### src/verilog/fbc_pkg.sv
// Shared constants, types and decode helpers for the flash bus control pins.
// Assumes a top-boot block map and one core clock that samples all pins.
`default_nettype none

package fbc_pkg;

	// Bus widths of the address and data pins.
	localparam int ADDR_W = 20;
	localparam int DATA_W = 16;

	// Block field of a word address and the index of a parameter block.
	localparam int BLK_MSB  = 19;
	localparam int BLK_LSB  = 15;
	localparam int PIDX_MSB = 14;
	localparam int PIDX_LSB = 12;

	// Block field value that holds the eight parameter blocks.
	localparam logic [BLK_MSB-BLK_LSB:0] PARAM_REGION = 5'h1F;

	// Parameter blocks that follow the lock pin, one bit per block.
	localparam logic [7:0] LOCKABLE_PARAM_MASK = 8'h03;

	// Reset value of the sticky status flags.
	localparam logic [2:0] STATUS_RESET = 3'h0;

	// Read modes; reset always returns to asynchronous array read.
	typedef enum logic [1:0] {
		FBC_RM_ASYNC = 2'b01,
		FBC_RM_SYNC  = 2'b10
	} fbc_read_mode_e;

	// Host pins, all asynchronous to the core clock.
	typedef struct packed {
		logic              addr_latch_n;
		logic              chip_select_n;
		logic              hw_reset_n;
		logic              output_gate_n;
		logic              write_strobe_n;
		logic              lock_control_n;
		logic              prog_supply_low;
		logic              core_supply_low;
		logic              burst_clk;
		logic [ADDR_W-1:0] addr;
		logic [DATA_W-1:0] data;
	} fbc_pins_s;

	// One write toward the command_interface.
	typedef struct packed {
		logic [ADDR_W-1:0] addr;
		logic [DATA_W-1:0] data;
	} fbc_cmd_s;

	// Program or erase request from the command decoder.
	typedef struct packed {
		logic              start;
		logic              is_erase;
		logic [ADDR_W-1:0] addr;
	} fbc_op_s;

	// Sticky status flags.
	typedef struct packed {
		logic erase_error_flag;
		logic program_error_flag;
		logic lock_error_flag;
	} fbc_status_s;

	// True when the block holding this address follows the lock pin.
	function automatic logic fbc_lockable(input logic [ADDR_W-1:0] a);
		logic param;
		param = (a[BLK_MSB:BLK_LSB] == PARAM_REGION);
		return !param || LOCKABLE_PARAM_MASK[a[PIDX_MSB:PIDX_LSB]];
	endfunction

endpackage

`default_nettype wire

### src/verilog/fbc_flash_bus_ctrl.sv
// Control-pin logic of a word-wide flash: latching, gating, reset, locking, wait.
// Assumes the command decoder, array and burst path sit on core_clk beside it.
`default_nettype none

module fbc_flash_bus_ctrl
	import fbc_pkg::*;
(
	// Clock and reset.
	input  wire logic           core_clk,
	input  wire logic           nrst,
	// Host pins.
	input  wire fbc_pins_s      pins,
	output logic [DATA_W-1:0]   data_out,
	output logic [DATA_W-1:0]   data_oe,
	output logic                data_pending_n_out,
	output logic                data_pending_n_oe,
	// Read path.
	input  wire logic [DATA_W-1:0] read_data,
	input  wire logic           data_valid,
	input  wire logic           cont_burst,
	input  wire logic           cfg_load,
	input  wire logic           cfg_sync,
	output fbc_read_mode_e      read_mode,
	output logic [ADDR_W-1:0]   latched_addr,
	output logic                burst_tick,
	output logic                device_active,
	// Command interface and automation.
	output logic                cmd_valid,
	output fbc_cmd_s            cmd,
	input  wire fbc_op_s        op,
	output logic                op_grant,
	output logic                op_fail,
	output logic                auto_reset,
	input  wire logic           status_clear,
	output fbc_status_s         status
);

	localparam int PIN_W = $bits(fbc_pins_s);

	typedef struct packed {
		logic           latch_prev;
		logic           we_prev;
		logic           burst_prev;
		fbc_read_mode_e mode;
		logic [ADDR_W-1:0] addr_lat;
		logic           cmd_valid;
		fbc_cmd_s       cmd;
		fbc_status_s    status;
		logic           op_grant;
		logic           op_fail;
		logic [DATA_W-1:0] data_out;
		logic           data_oe;
		logic           wait_val;
		logic           wait_oe;
		logic           burst_tick;
	} fbc_core_s;

	fbc_pins_s ps;
	fbc_core_s st;
	fbc_core_s next_st;
	logic      rst_ok;
	logic      read_gate;
	logic      wait_gate;
	logic      latch_rise;
	logic      we_rise;
	logic      locked;

	// Every host pin passes two flip-flops before use.
	fbc_sync #(
		.WIDTH (PIN_W)
	) u_pin_sync (
		.core_clk (core_clk),
		.nrst     (nrst),
		.d        (pins),
		.q        (ps)
	);

	// Decoded pin conditions shared by the update logic and the checks.
	assign rst_ok     = ps.hw_reset_n;
	assign read_gate  = !ps.chip_select_n && !ps.output_gate_n && ps.write_strobe_n && rst_ok;
	assign wait_gate  = read_gate && (st.mode == FBC_RM_SYNC) && cont_burst;
	assign latch_rise = ps.addr_latch_n && !st.latch_prev;
	assign we_rise    = ps.write_strobe_n && !st.we_prev;
	assign locked     = !ps.lock_control_n && fbc_lockable(op.addr);

	// Next-state logic for all control state.
	always_comb begin
		next_st            = st;
		next_st.latch_prev = ps.addr_latch_n;
		next_st.we_prev    = ps.write_strobe_n;
		next_st.burst_prev = ps.burst_clk;
		next_st.cmd_valid  = 1'b0;
		next_st.op_grant   = 1'b0;
		next_st.op_fail    = 1'b0;
		next_st.burst_tick = 1'b0;

		// Address follows the pins while the strobe is held low, else latches on its rise.
		if (latch_rise || !ps.addr_latch_n) begin
			next_st.addr_lat = ps.addr;
		end

		// Writes need select, reset released and a healthy core supply.
		if (we_rise && !ps.chip_select_n && rst_ok && !ps.core_supply_low) begin
			next_st.cmd_valid = 1'b1;
			next_st.cmd.addr  = ps.addr;
			next_st.cmd.data  = ps.data;
		end

		// Software clears flags first so a same-cycle lock failure still sets them.
		if (status_clear) begin
			next_st.status = fbc_status_s'(STATUS_RESET);
		end

		// Program or erase admission.
		if (op.start && rst_ok) begin
			if (ps.prog_supply_low) begin
				next_st.op_fail = 1'b1;
			end else if (locked) begin
				next_st.op_fail                = 1'b1;
				next_st.status.lock_error_flag = 1'b1;
				if (op.is_erase) begin
					next_st.status.erase_error_flag = 1'b1;
				end else begin
					next_st.status.program_error_flag = 1'b1;
				end
			end else begin
				next_st.op_grant = 1'b1;
			end
		end

		// Read mode changes only by configuration outside reset.
		if (cfg_load && rst_ok) begin
			next_st.mode = cfg_sync ? FBC_RM_SYNC : FBC_RM_ASYNC;
		end

		// Data pins drive only while selected and gated.
		next_st.data_oe  = read_gate;
		next_st.data_out = read_data;

		// Wait drives data-valid state only in continuous burst with gate and select.
		next_st.wait_oe  = wait_gate;
		next_st.wait_val = wait_gate ? data_valid : 1'b1;

		// Burst clock edges count only during synchronous reads.
		if (ps.burst_clk && !st.burst_prev && (st.mode == FBC_RM_SYNC) && read_gate) begin
			next_st.burst_tick = 1'b1;
		end

		// Reset pin: async read mode, cleared flags, no writes or operations.
		if (!rst_ok) begin
			next_st.mode      = FBC_RM_ASYNC;
			next_st.status    = fbc_status_s'(STATUS_RESET);
			next_st.cmd_valid = 1'b0;
			next_st.op_grant  = 1'b0;
			// Edge memories idle high so reset exit shows no false strobe rise.
			next_st.latch_prev = 1'b1;
			next_st.we_prev    = 1'b1;
		end
	end

	// State register with constant reset values.
	always_ff @(posedge core_clk or negedge nrst) begin
		if (!nrst) begin
			st            <= '0;
			st.latch_prev <= 1'b1;
			st.we_prev    <= 1'b1;
			st.mode       <= FBC_RM_ASYNC;
			st.wait_val   <= 1'b1;
		end else begin
			st <= next_st;
		end
	end

	// Output wiring from the state register.
	assign data_out           = st.data_out;
	assign data_oe            = {DATA_W{st.data_oe}};
	assign data_pending_n_out = st.wait_val;
	assign data_pending_n_oe  = st.wait_oe;
	assign read_mode          = st.mode;
	assign latched_addr       = st.addr_lat;
	assign burst_tick         = st.burst_tick;
	assign cmd_valid          = st.cmd_valid;
	assign cmd                = st.cmd;
	assign op_grant           = st.op_grant;
	assign op_fail            = st.op_fail;
	assign status             = st.status;
	// Standby whenever deselected or held in reset.
	assign device_active      = !ps.chip_select_n && rst_ok;
	// Automation is held reset while the reset pin is low.
	assign auto_reset         = !rst_ok;

	// Reset pin forces asynchronous read on the next edge.
	a_reset_async_mode: assert property (@(posedge core_clk) disable iff (!nrst)
		!rst_ok |=> st.mode == FBC_RM_ASYNC)
		else $error("Read mode not async after reset pin");

	// Reset pin clears all status flags.
	a_reset_clears_flags: assert property (@(posedge core_clk) disable iff (!nrst)
		!rst_ok |=> st.status == fbc_status_s'(STATUS_RESET))
		else $error("Status flags not cleared by reset pin");

	// No write reaches the command interface during reset.
	a_reset_blocks_write: assert property (@(posedge core_clk) disable iff (!nrst)
		!rst_ok |=> !st.cmd_valid && !st.op_grant)
		else $error("Write or grant issued during reset");

	// Low core supply suppresses writes.
	a_core_low_write: assert property (@(posedge core_clk) disable iff (!nrst)
		ps.core_supply_low |=> !st.cmd_valid)
		else $error("Write accepted at low core supply");

	// Write strobe rise with select passes the pin address on.
	a_write_capture: assert property (@(posedge core_clk) disable iff (!nrst)
		we_rise && !ps.chip_select_n && rst_ok && !ps.core_supply_low
		|=> st.cmd_valid && st.cmd.addr == $past(ps.addr))
		else $error("Write strobe did not capture address");

	// Address latch rise stores the pin address.
	a_addr_latch: assert property (@(posedge core_clk) disable iff (!nrst)
		latch_rise |=> st.addr_lat == $past(ps.addr))
		else $error("Address not latched on strobe rise");

	// Data pins drive only after a gated, selected cycle.
	a_data_gate: assert property (@(posedge core_clk) disable iff (!nrst)
		st.data_oe |-> $past(!ps.output_gate_n && !ps.chip_select_n))
		else $error("Data driven without gate and select");

	// Wait pin drives only after a gated, selected cycle.
	a_wait_gate: assert property (@(posedge core_clk) disable iff (!nrst)
		st.wait_oe |-> $past(!ps.output_gate_n && !ps.chip_select_n))
		else $error("Wait driven outside its gating");

	// A locked block fails and sets the lock flag.
	a_lock_fail: assert property (@(posedge core_clk) disable iff (!nrst)
		op.start && rst_ok && !ps.prog_supply_low && locked
		|=> st.op_fail && !st.op_grant && st.status.lock_error_flag)
		else $error("Locked block operation not failed");

	// An unlocked block is granted.
	a_unlocked_grant: assert property (@(posedge core_clk) disable iff (!nrst)
		op.start && rst_ok && !ps.prog_supply_low && !locked |=> st.op_grant)
		else $error("Unlocked block operation not granted");

	// Low program supply refuses every change.
	a_supply_refuse: assert property (@(posedge core_clk) disable iff (!nrst)
		op.start && rst_ok && ps.prog_supply_low |=> st.op_fail && !st.op_grant)
		else $error("Operation granted at low program supply");

	// Burst clock is ignored outside synchronous reads.
	a_burst_ignored: assert property (@(posedge core_clk) disable iff (!nrst)
		(st.mode == FBC_RM_ASYNC || !ps.write_strobe_n) |=> !st.burst_tick)
		else $error("Burst clock acted outside sync read");

	// Write strobe rise also passes the pin data on.
	a_write_data: assert property (@(posedge core_clk) disable iff (!nrst)
		we_rise && !ps.chip_select_n && rst_ok && !ps.core_supply_low
		|=> st.cmd.data == $past(ps.data))
		else $error("Write strobe did not capture data");

	// Address holds while the latch strobe stays high.
	a_latch_hold: assert property (@(posedge core_clk) disable iff (!nrst)
		ps.addr_latch_n && !latch_rise |=> $stable(st.addr_lat))
		else $error("Latched address changed without strobe");

	// Deselect or a raised gate floats the data pins.
	a_data_float: assert property (@(posedge core_clk) disable iff (!nrst)
		ps.chip_select_n || ps.output_gate_n |=> !st.data_oe)
		else $error("Data pins driven while deselected or disabled");

	// Wait stays undriven outside continuous synchronous burst.
	a_wait_undriven: assert property (@(posedge core_clk) disable iff (!nrst)
		st.mode != FBC_RM_SYNC || !cont_burst |=> !st.wait_oe)
		else $error("Wait driven outside continuous burst");

	// A driven wait pin shows the read path's data-valid state.
	a_wait_value: assert property (@(posedge core_clk) disable iff (!nrst)
		st.wait_oe |-> st.wait_val == $past(data_valid))
		else $error("Wait value does not follow data valid");

	// Leaving the reset pin finds the read mode asynchronous.
	a_reset_exit: assert property (@(posedge core_clk) disable iff (!nrst)
		$rose(rst_ok) |-> st.mode == FBC_RM_ASYNC)
		else $error("Read mode not async at reset exit");

	// A locked failure marks the kind of operation that failed.
	a_lock_kind: assert property (@(posedge core_clk) disable iff (!nrst)
		op.start && rst_ok && !ps.prog_supply_low && locked
		|=> ($past(op.is_erase) ? st.status.erase_error_flag : st.status.program_error_flag))
		else $error("Locked failure flag does not match operation");

	// A refused operation at low program supply leaves the flags alone.
	a_supply_flags: assert property (@(posedge core_clk) disable iff (!nrst)
		op.start && rst_ok && ps.prog_supply_low && !status_clear |=> $stable(st.status))
		else $error("Low program supply changed status flags");

endmodule // fbc_flash_bus_ctrl

`default_nettype wire

### src/verilog/fbc_sync.sv
// Two-stage synchroniser for a group of asynchronous pins.
// Assumes the inputs change slowly against core_clk; groups may skew by a cycle.
`default_nettype none

module fbc_sync #(
	parameter int WIDTH = 1
) (
	// Clock and reset.
	input  wire logic             core_clk,
	input  wire logic             nrst,
	// Raw pins and synchronised copy.
	input  wire logic [WIDTH-1:0] d,
	output logic      [WIDTH-1:0] q
);

	typedef struct packed {
		logic [WIDTH-1:0] meta;
		logic [WIDTH-1:0] held;
	} fbc_sync_st_s;

	fbc_sync_st_s st;
	fbc_sync_st_s next_st;

	// The first stage feeds only the second stage.
	always_comb begin
		next_st.meta = d;
		next_st.held = st.meta;
	end

	// Both stages clear to zero under reset.
	always_ff @(posedge core_clk or negedge nrst) begin
		if (!nrst) begin
			st <= '0;
		end else begin
			st <= next_st;
		end
	end

	assign q = st.held;

endmodule // fbc_sync

`default_nettype wire

### config.mk
export PLATFORM = sky130hd
export DESIGN_NAME = fbc_flash_bus_ctrl
export DESIGN_NICKNAME = d
export VERILOG_FILES = /design/src/verilog/fbc_pkg.sv /design/src/verilog/fbc_flash_bus_ctrl.sv /design/src/verilog/fbc_sync.sv
export SDC_FILE = /design/constraint.sdc
export NUM_CORES = 1
export LEC_CHECK = 0
export BUFFER_PORTS_ARGS = -buffer_cell sky130_fd_sc_hd__buf_2
export CAP_MARGIN = 20
export CORE_MARGIN = 2
export CORE_UTILIZATION = 50
export CTS_BUF_LIST = sky130_fd_sc_hd__clkbuf_4 sky130_fd_sc_hd__clkbuf_8 sky130_fd_sc_hd__clkbuf_16
export CTS_CLUSTER_SIZE = 20
export DETAILED_ROUTE_END_ITERATION = 8
export GPL_TIMING_DRIVEN = 0
export PLACE_DENSITY = 0.8
export SETUP_SLACK_MARGIN = 0.3
export SYNTH_ARGS = -nofsm -noshare
export SYNTH_HDL_FRONTEND = slang
export SYNTH_SLANG_ARGS = --single-unit
### constraint.sdc
create_clock -name core_clk -period 1.7 [get_ports core_clk]
set_clock_uncertainty 0.1 [all_clocks]
set_input_delay 0.085 -clock core_clk [delete_from_list [all_inputs] [get_ports core_clk]]
set_output_delay 0.085 -clock core_clk [all_outputs]
set_load 0.005 [all_outputs]
After elaboration in Yosys (flattened, before gate mapping):

Memories as Yosys holds them, arrays and structs flattened.
Cells that the tools add are included.

* bits in read-only memories: 8
* register bits after elaboration: 177
* memories: 1
* output and inout port bits: 101
* input bits: 90
* word-level logic and storage cells: 73

* muxes and demuxes: 19
* eq/ne operators: 3
* reduce and logical (&&, ||, !) cells: 29
* order comparisons: 1

Memory list
* (name not given): depth 8, bits a word 1, read ports 1, clocked after Yosys merged registers in 0, write ports 0, RTL line fbc_pkg.sv:71 `return !param || LOCKABLE_PARAM_MASK[a[PIDX_MSB:PIDX_LSB]];`

Operators by type and width (count)
* two-way mux 37 bit: 1
* logical AND 1 bit: 17
* zero test 1 bit: 10
* two-way mux 1 bit: 9
* two-way mux 2 bit: 4
* two-way mux 4 bit: 2
* two-way mux 3 bit: 2
* equality test 5 bit, second input constant: 1
* two-way mux 5 bit: 1
* < comparator 3 x 4 -> 1 bit, second input constant: 1
* equality test 2 bit, second input constant: 1
* logical OR 1 bit: 2
* != test 2 bit, second input constant: 1

Longest topological paths before layout:

Gate-level depths: netlist of run 1.

* depth in word-level cells: 8
* gate-level depth with buffers: 4
* gate-level depth less buffers: 3

Hierarchy:

A second synthesis of run 1 with hierarchy kept.

* cells, all modules: 366
* area total of the unflattened synthesis: 6140.9 sq um

By module, submodules not included
* fbc_flash_bus_ctrl: cells each 276, seq. area each 2182.1 sq um, area an instance 3888.7 sq um, instances 1
* fbc_sync: cells each 90, seq. area each 2252.2 sq um, area an instance 2252.2 sq um, instances 1

Worst setup path before layout of run 1:

OpenSTA, ideal clock, no wires.

* path kind: reg-to-reg
* from: register u_pin_sync.st, in the netlist u_pin_sync.q[42]
* to: register st, in the netlist cmd[26]
* buffers on the path: 1
* data required time: 1.475 ns
* arrival time: 1.296 ns
* library setup time: 0.125 ns
* period minus slack after synthesis: 1.521 ns
* path slack: 0.179 ns
* cell stages (with the launch flop): 5
* cells stage by stage: dfrtp_1 and2b_2 nand3_4 clkbuf_8 mux2_2

* longest elaborated chain between the ends: 2

RTL lines
* start: declaration: RTL line fbc_sync.sv:21 `fbc_sync_st_s st;`
* start signal: assignment: RTL line fbc_sync.sv:35 `st <= next_st;`
* logical AND 1 bit (2 in a row): RTL line fbc_flash_bus_ctrl.sv:103 `if (we_rise && !ps.chip_select_n && rst_ok && !ps.core_supply_low) begin`
* end signal: assignment: RTL line fbc_flash_bus_ctrl.sv:170 `st <= next_st;`
* end: declaration: RTL line fbc_flash_bus_ctrl.sv:59 `fbc_core_s st;`

Every way passes these cells.
A chain may end at the register's enable or synchronous reset.

Worst setup path after layout of run 1:

* from: register u_pin_sync.st, in the netlist u_pin_sync.q[42]
* to: register st, in the netlist cmd[23]

The elaborated chain is that of the path after synthesis.

==> flow_summary_export.csv, run 1 <==
group,metric,value,unit
die,initial_core_util,50.8,%
clock_tree,cts_made_buffers,17,
yosys,yosys_warnings,0,
power,p_per_area,1130,mW/mm²
placement,numPortBuffers,177,
yosys,synth_area_leader_cell,"dfrtp_1",
timing,rsz0062_at_grt,"yes",
yosys,synthesis.nets,455,
yosys,syn_inst,365,
layout,ff_latch_area,0.00444,mm²
routing,dr_wl_met3,719,µm
die,core_area,0.0119,mm²
yosys,synth-seq-cells,177,
run,cap_violations,0,
die,ioPinCount,191,
layout,nNetsFinal,729,
yosys,ys.flop_type,"dfrtp_1",
layout,area_growth,47.0,%
worst_setup_path,crit_required,1900,ps
routing,wl_met1,4740,µm
layout,diodes,0,
worst_setup_path,endpoint_kind,"register",
die,die_area,0.0129,mm²
routing,top_layer_used,"met4",
die,die_y,114,µm
power,power.leakage,4.59,nW
worst_setup_path,path_max_fanout,10,
yosys,ys_top_cells_by_count,"dfrtp_1, buf_4, mux2_2",
routing,drtIter0Drc,130,
die,die_width,114,µm
clock_tree,cts_tree,"yes",
yosys,ys_seq_area_share,73.6,%
placement,place_ws,-24.1,ps
worst_setup_path,crit_path_start,"u_pin_sync.q[42]",
worst_setup_path,worstPathCellList,"and2b_2 -> nand3_4 -> clkbuf_16 -> mux2_4",
grt,groute.usage.overall,20.7,%
clock_tree,cts.sinks,177,
timing,hold-worst-slack,46.4,ps
worst_setup_path,crit_path_max_incr_delay,410,ps
yosys,netlist_area,0.00602,mm²
worst_setup_path,r2r_start,"u_pin_sync.q[42]",
clock_tree,cts-root-buf,"clkbuf_16",
worst_setup_path,start_kind,"register",
timing,maxSlewHeadroom,60.9,%
layout,stdcell_count,799,
timing,worst_slack,152,ps
power,ir_drop,0.893,mV
timing,finalSetupViolCount,0,
placement,placedCellCount,690,
timing,timing.final.crit_share,91.1,%
grt,grt_first_pass_wirelength,20100,µm
routing,wire_per_inst,15.8,µm
grt,antenna_found_initial,0,
yosys,synth_top_cells_by_area,"dfrtp_1, buf_4, mux2_2",
routing,dr.pass1.iters,4,
timing,slew_violations,0,
die,rows,40,
power,power,10.0,mW
min_path,worstHoldStart,"op[18]",
yosys,synthMostInstantiatedCell,"dfrtp_1",
timing,worst_pin_slew,586,ps
yosys,synth-async-reset-ratio,100,%
min_path,hold_class,"in2reg",
yosys,avgSynthCellArea,16.5,µm²
layout,drive_above_1_share,58.3,%
worst_setup_path,cp_slowest_cell,"dfrtp_2",
timing,final_hold_viol_count,0,
layout,multiInputGateArea,956,µm²
yosys,ys_types,24,
worst_setup_path,path_class,"reg2reg",
clock_tree,clk_latency,420,ps
clock_tree,cts_max_level,4,
grt,overflow,0,
routing,viasPerCell,4.52,
timing,layout_min_cycle_time,1550,ps
yosys,synth_edf_count,0,
status,status,"completed",
clock_tree,clk_pin_slew_worst_paths,60,ps
layout,nFillCells,692,
placement,gp_congestion,0.773,
routing,ant_nets,0,
grt,grt_pass1_vias,4072,
clock_tree,cts_buffer_depth,2,
routing,met2_length,6970,µm
grt,grt_max_degree,117,
worst_setup_path,cp_data_arrival_time,1750,ps
yosys,yosys.area.top_type_share,71.9,%
routing,post-route-drc-count,0,
routing,wl,12700,µm
placement,dp_hpwl,7120,µm
routing,vias,3609,
timing,fmax,0.646,GHz
[what timing repair did]
action,CTS,global route
resized for setup,20,34
endpoints found under the hold margin,131,0
setup endpoints to repair,74,64
hold buffers,70,0
cloned,0,0
setup buffers,7,0
[cells by family (layout without fill, tap and decap cells)]
| kind of cell | count (synthesis) | count (layout) | synth area share [%] |
|---|---|---|---|
| flip-flops | 177 | 177 | 73.6 |
| multiplexers | 56 | 56 | 10.6 |
| buffers and inverters | 102 | 389 | 12.6 |
| AND/OR/NAND/NOR | 22 | 22 | 2.37 |
| AO/OA/AOI/OAI | 8 | 8 | 0.789 |
[where the power goes]
part	total, mW	internal, mW	leakage [nW]	switching, mW
logic	1.33	0.902	2.17	0.426
clock network	3.95	2.36	0.301	1.60
registers	4.75	4.56	2.12	0.183
[registers in the layout, indices dropped and copies added (netlist names), 2 cells and up]
register / flops
u_pin_sync.next_st: 45
st: 3
read_mode: 2
status: 3
data_out: 16
cmd: 36
u_pin_sync.q: 45
latched_addr: 20
[cell usage in the layout (no fill, tap or decap), types with 3 or more instances in the layout]
cell type,n
dfrtp_1,171
buf_2,160
buf_4,78
dlygate4sd3_1,70
buf_6,37
mux2_4,36
clkbuf_16,20
mux2_2,20
nand2_1,7
inv_1,4
clkbuf_8,4
clkinv_4,4
dfstp_2,4
o21ai_0,3
nor2b_1,3
clkbuf_4,3
[worst paths after layout]
check | end | slack [ps] | cells past startpoint
setup reg to reg | cmd[23] | 150 | 4
setup / recovery | cmd[23] | 150 | 4
hold reg to reg | u_pin_sync.q[6] | 250 | 0
max in group asynchronous | data_oe[0] | 480 | 3
min in group asynchronous | u_pin_sync.next_st[22] | 80 | 2
hold / removal | op_grant | 50 | 4
[stage by stage]
stage | TNS, ps | instance area [µm²] | utilization, %
floorplan | 0 | 6160 | -
global placement | -360940 | 7230 | 60.9
detailed placement | -264 | 7270 | 61.3
CTS | 0 | 8700 | 73.4
global route | 0 | 8860 | 74.7
finish | 0 | 8860 | 74.7
[area by class of cell]
class,count,area share [%]
multi-input cells,86,10.8
clock buffers,22,5.51
inverters,4,0.170
flip-flops and latches,177,50.1
plain buffers,98,9.58
repair buffers,255,20.4
clock inverters,10,1.41
well taps,147,2.08
[layer usage]
metal  vias up  global-route usage (%)
met2       128                    36.7
met1      1818                    23.8
met3        21                    6.27
met5         -                       0
met4         0                    7.64
li1       1642                       -
[critical path: cells and delay by family, from the launching register on]
kind,cells,cell delay (ps)
flops,1,410
simple gates,2,390
mux,1,310
buf+inv,1,220
No activity file was read; power rests on OpenSTA's default activity.
==> run 2, diff against run 1 <==
BUFFER_PORTS_ARGS = -buffer_cell sky130_fd_sc_hd__buf_4   (was -buffer_cell sky130_fd_sc_hd__buf_2)
==> run 2 against run 1 <==
Compared with the run above:
- hold slack improved by 29 ps
- sequential cell count unchanged
- register-to-register slack better by 50 ps
- first-iteration DRC count is 39% higher
- die area is the same
- critical endpoint is now cmd[1]
- largest cell class unchanged
- highest routed layer unchanged
- critical path depth unchanged
==> flow_summary_export.csv, run 2 (synthesis results as in run 1) <==
group,metric,value,unit
status,status,"completed",
clock_tree,clk_pin_slew_worst_paths,70,ps
layout,ff_latch_area,0.00444,mm²
die,die_area,0.0129,mm²
routing,post-route-drc-count,0,
die,rows,40,
clock_tree,cts_tree,"yes",
timing,hold-worst-slack,75.4,ps
worst_setup_path,path_max_fanout,5,
worst_setup_path,cp.depth,4,
grt,groute.usage.overall,21.6,%
layout,area_growth,53.7,%
worst_setup_path,rr_worst_depth,4,
clock_tree,cts-root-buf,"clkbuf_16",
timing,worst_pin_slew,470,ps
power,power,10.4,mW
die,die_width,114,µm
timing,fmax,0.665,GHz
grt,overflow,0,
power,ir_drop,1.04,mV
layout,nFillCells,638,
worst_setup_path,worst-path-buf-inv,1,
die,ioPinCount,191,
min_path,holdPathEnd,"op_fail",
worst_setup_path,cp_slowest_cell,"dfrtp_2",
worst_setup_path,r2r_start,"u_pin_sync.q[42]",
min_path,hold_class,"in2reg",
worst_setup_path,path_class,"reg2reg",
placement,gp_congestion,0.737,
layout,postLayoutCoreUtil,78.1,%
die,core_area,0.0119,mm²
power,p_per_area,1120,mW/mm²
timing,timing.final.crit_share,88.4,%
min_path,worstHoldStart,"op[18]",
timing,slew_violations,0,
routing,drtIter0Drc,181,
worst_setup_path,crit_required,1900,ps
clock_tree,cts_buffer_depth,2,
worst_setup_path,regToRegEndpoint,"cmd[1]",
layout,multiInputGateArea,945,µm²
layout,nNetsFinal,728,
worst_setup_path,crit_path_max_incr_delay,400,ps
grt,grt_max_degree,102,
grt,grt_pass1_vias,4091,
die,initial_core_util,50.8,%
timing,finalSetupViolCount,0,
routing,vias,3632,
layout,layout_common_cells,"buf_4, dfrtp_1, dlygate4sd3_1",
timing,maxSlewHeadroom,68.7,%
worst_setup_path,worstPathCellList,"and2b_2 -> nand3_4 -> buf_6 -> mux2_2",
worst_setup_path,endpoint_kind,"register",
layout,drive_above_1_share,58.2,%
layout,diodes,0,
clock_tree,clk_latency,420,ps
power,power.leakage,4.69,nW
layout,design_area,0.00926,mm²
clock_tree,cts_max_level,4,
placement,place_ws,-35.0,ps
worst_setup_path,start_kind,"register",
worst_setup_path,crit_family,"flip-flops",
run,cap_violations,0,
worst_setup_path,rrSetupSlack,200,ps
routing,viasPerCell,4.55,
min_path,min_path_cells,4,
timing,layout_min_cycle_time,1500,ps
layout,final_common_cell,"buf_4",
routing,wl,13200,µm
placement,placedCellCount,690,
die,die_y,114,µm
timing,rsz0062_at_grt,"yes",
worst_setup_path,cp_data_arrival_time,1710,ps
routing,wire_per_inst,16.6,µm
timing,worst_slack,197,ps
clock_tree,cts.sinks,177,
placement,dp_hpwl,7180,µm
timing,setup_tns,0,ps
routing,ant_nets,0,
clock_tree,cts_made_buffers,17,
grt,antenna_found_initial,0,
grt,grt_first_pass_wirelength,20700,µm
placement,numPortBuffers,177,
placement,placed_area,0.00771,mm²
timing,final_hold_viol_count,0,
layout,stdcell_count,798,
routing,dr.pass1.iters,4,
run 2: changes by cell type in the layout (fill, tap and decap cells not counted), moves of 2 or more:
cell        delta
buf_4        +161
buf_2        -160
clkbuf_4       +3
clkinv_4       -3
mux2_2         +3
mux2_4         -3
buf_6          -2
bufinv_16      +2
clkbuf_8       -2
clkinvlp_4     +2
inv_6          -2
run 2: worst register-to-register path: stages (launching register included):
cell     delay (ps)
dfrtp_2         400
and2b_2         220
nand3_4         150
buf_6           170
mux2_2          360
run 2: cell type report:
type	count	share of cell area [%]
clock buffers	23	5.21
repair buffers	254	23.7
plain buffers	98	9.16
inverters	4	0.162
clock inverters	9	1.69
flip-flops and latches	177	47.9
multi-input cells	86	10.2
well taps	147	1.99
run 2: how the worst max path moves through the flow:
stage	end	startpoint	slack [ps]
2_1_floorplan	cmd[10]	u_pin_sync.q[42]	180
3_3_place_gp	cmd[11]	nrst	-460
3_5_place_dp	cmd[32]	u_pin_sync.q[42]	-30
4_1_cts	cmd[15]	u_pin_sync.q[42]	180
5_1_grt	cmd[6]	u_pin_sync.q[43]	150
6_report	cmd[1]	u_pin_sync.q[42]	200
run 2: routing by layer:
layer | GRT usage [%] | vias to the layer above | routed length [µm]
met1 | 25.3 | 1819 | 5170
li1 | - | 1642 | -
met4 | 8.78 | 0 | 373
met5 | 0 | - | 0
met2 | 36.3 | 139 | 6890
met3 | 8.02 | 32 | 802
run 2: timing repair:
| item | 4_1_cts | 5_1_grt |
|---|---|---|
| hold buffers | 70 | 0 |
| pin swaps | 0 | 0 |
| buffers inserted | 6 | 0 |
| setup endpoints to repair | 74 | 54 |
| resized for setup | 16 | 33 |
| gates cloned | 0 | 0 |
| endpoints found under the hold margin | 146 | 0 |
run 2: where the power goes:
part	total, mW	switching, mW	internal (mW)
combinational	1.52	0.456	1.07
clock	4.13	1.53	2.60
sequential	4.74	0.179	4.56
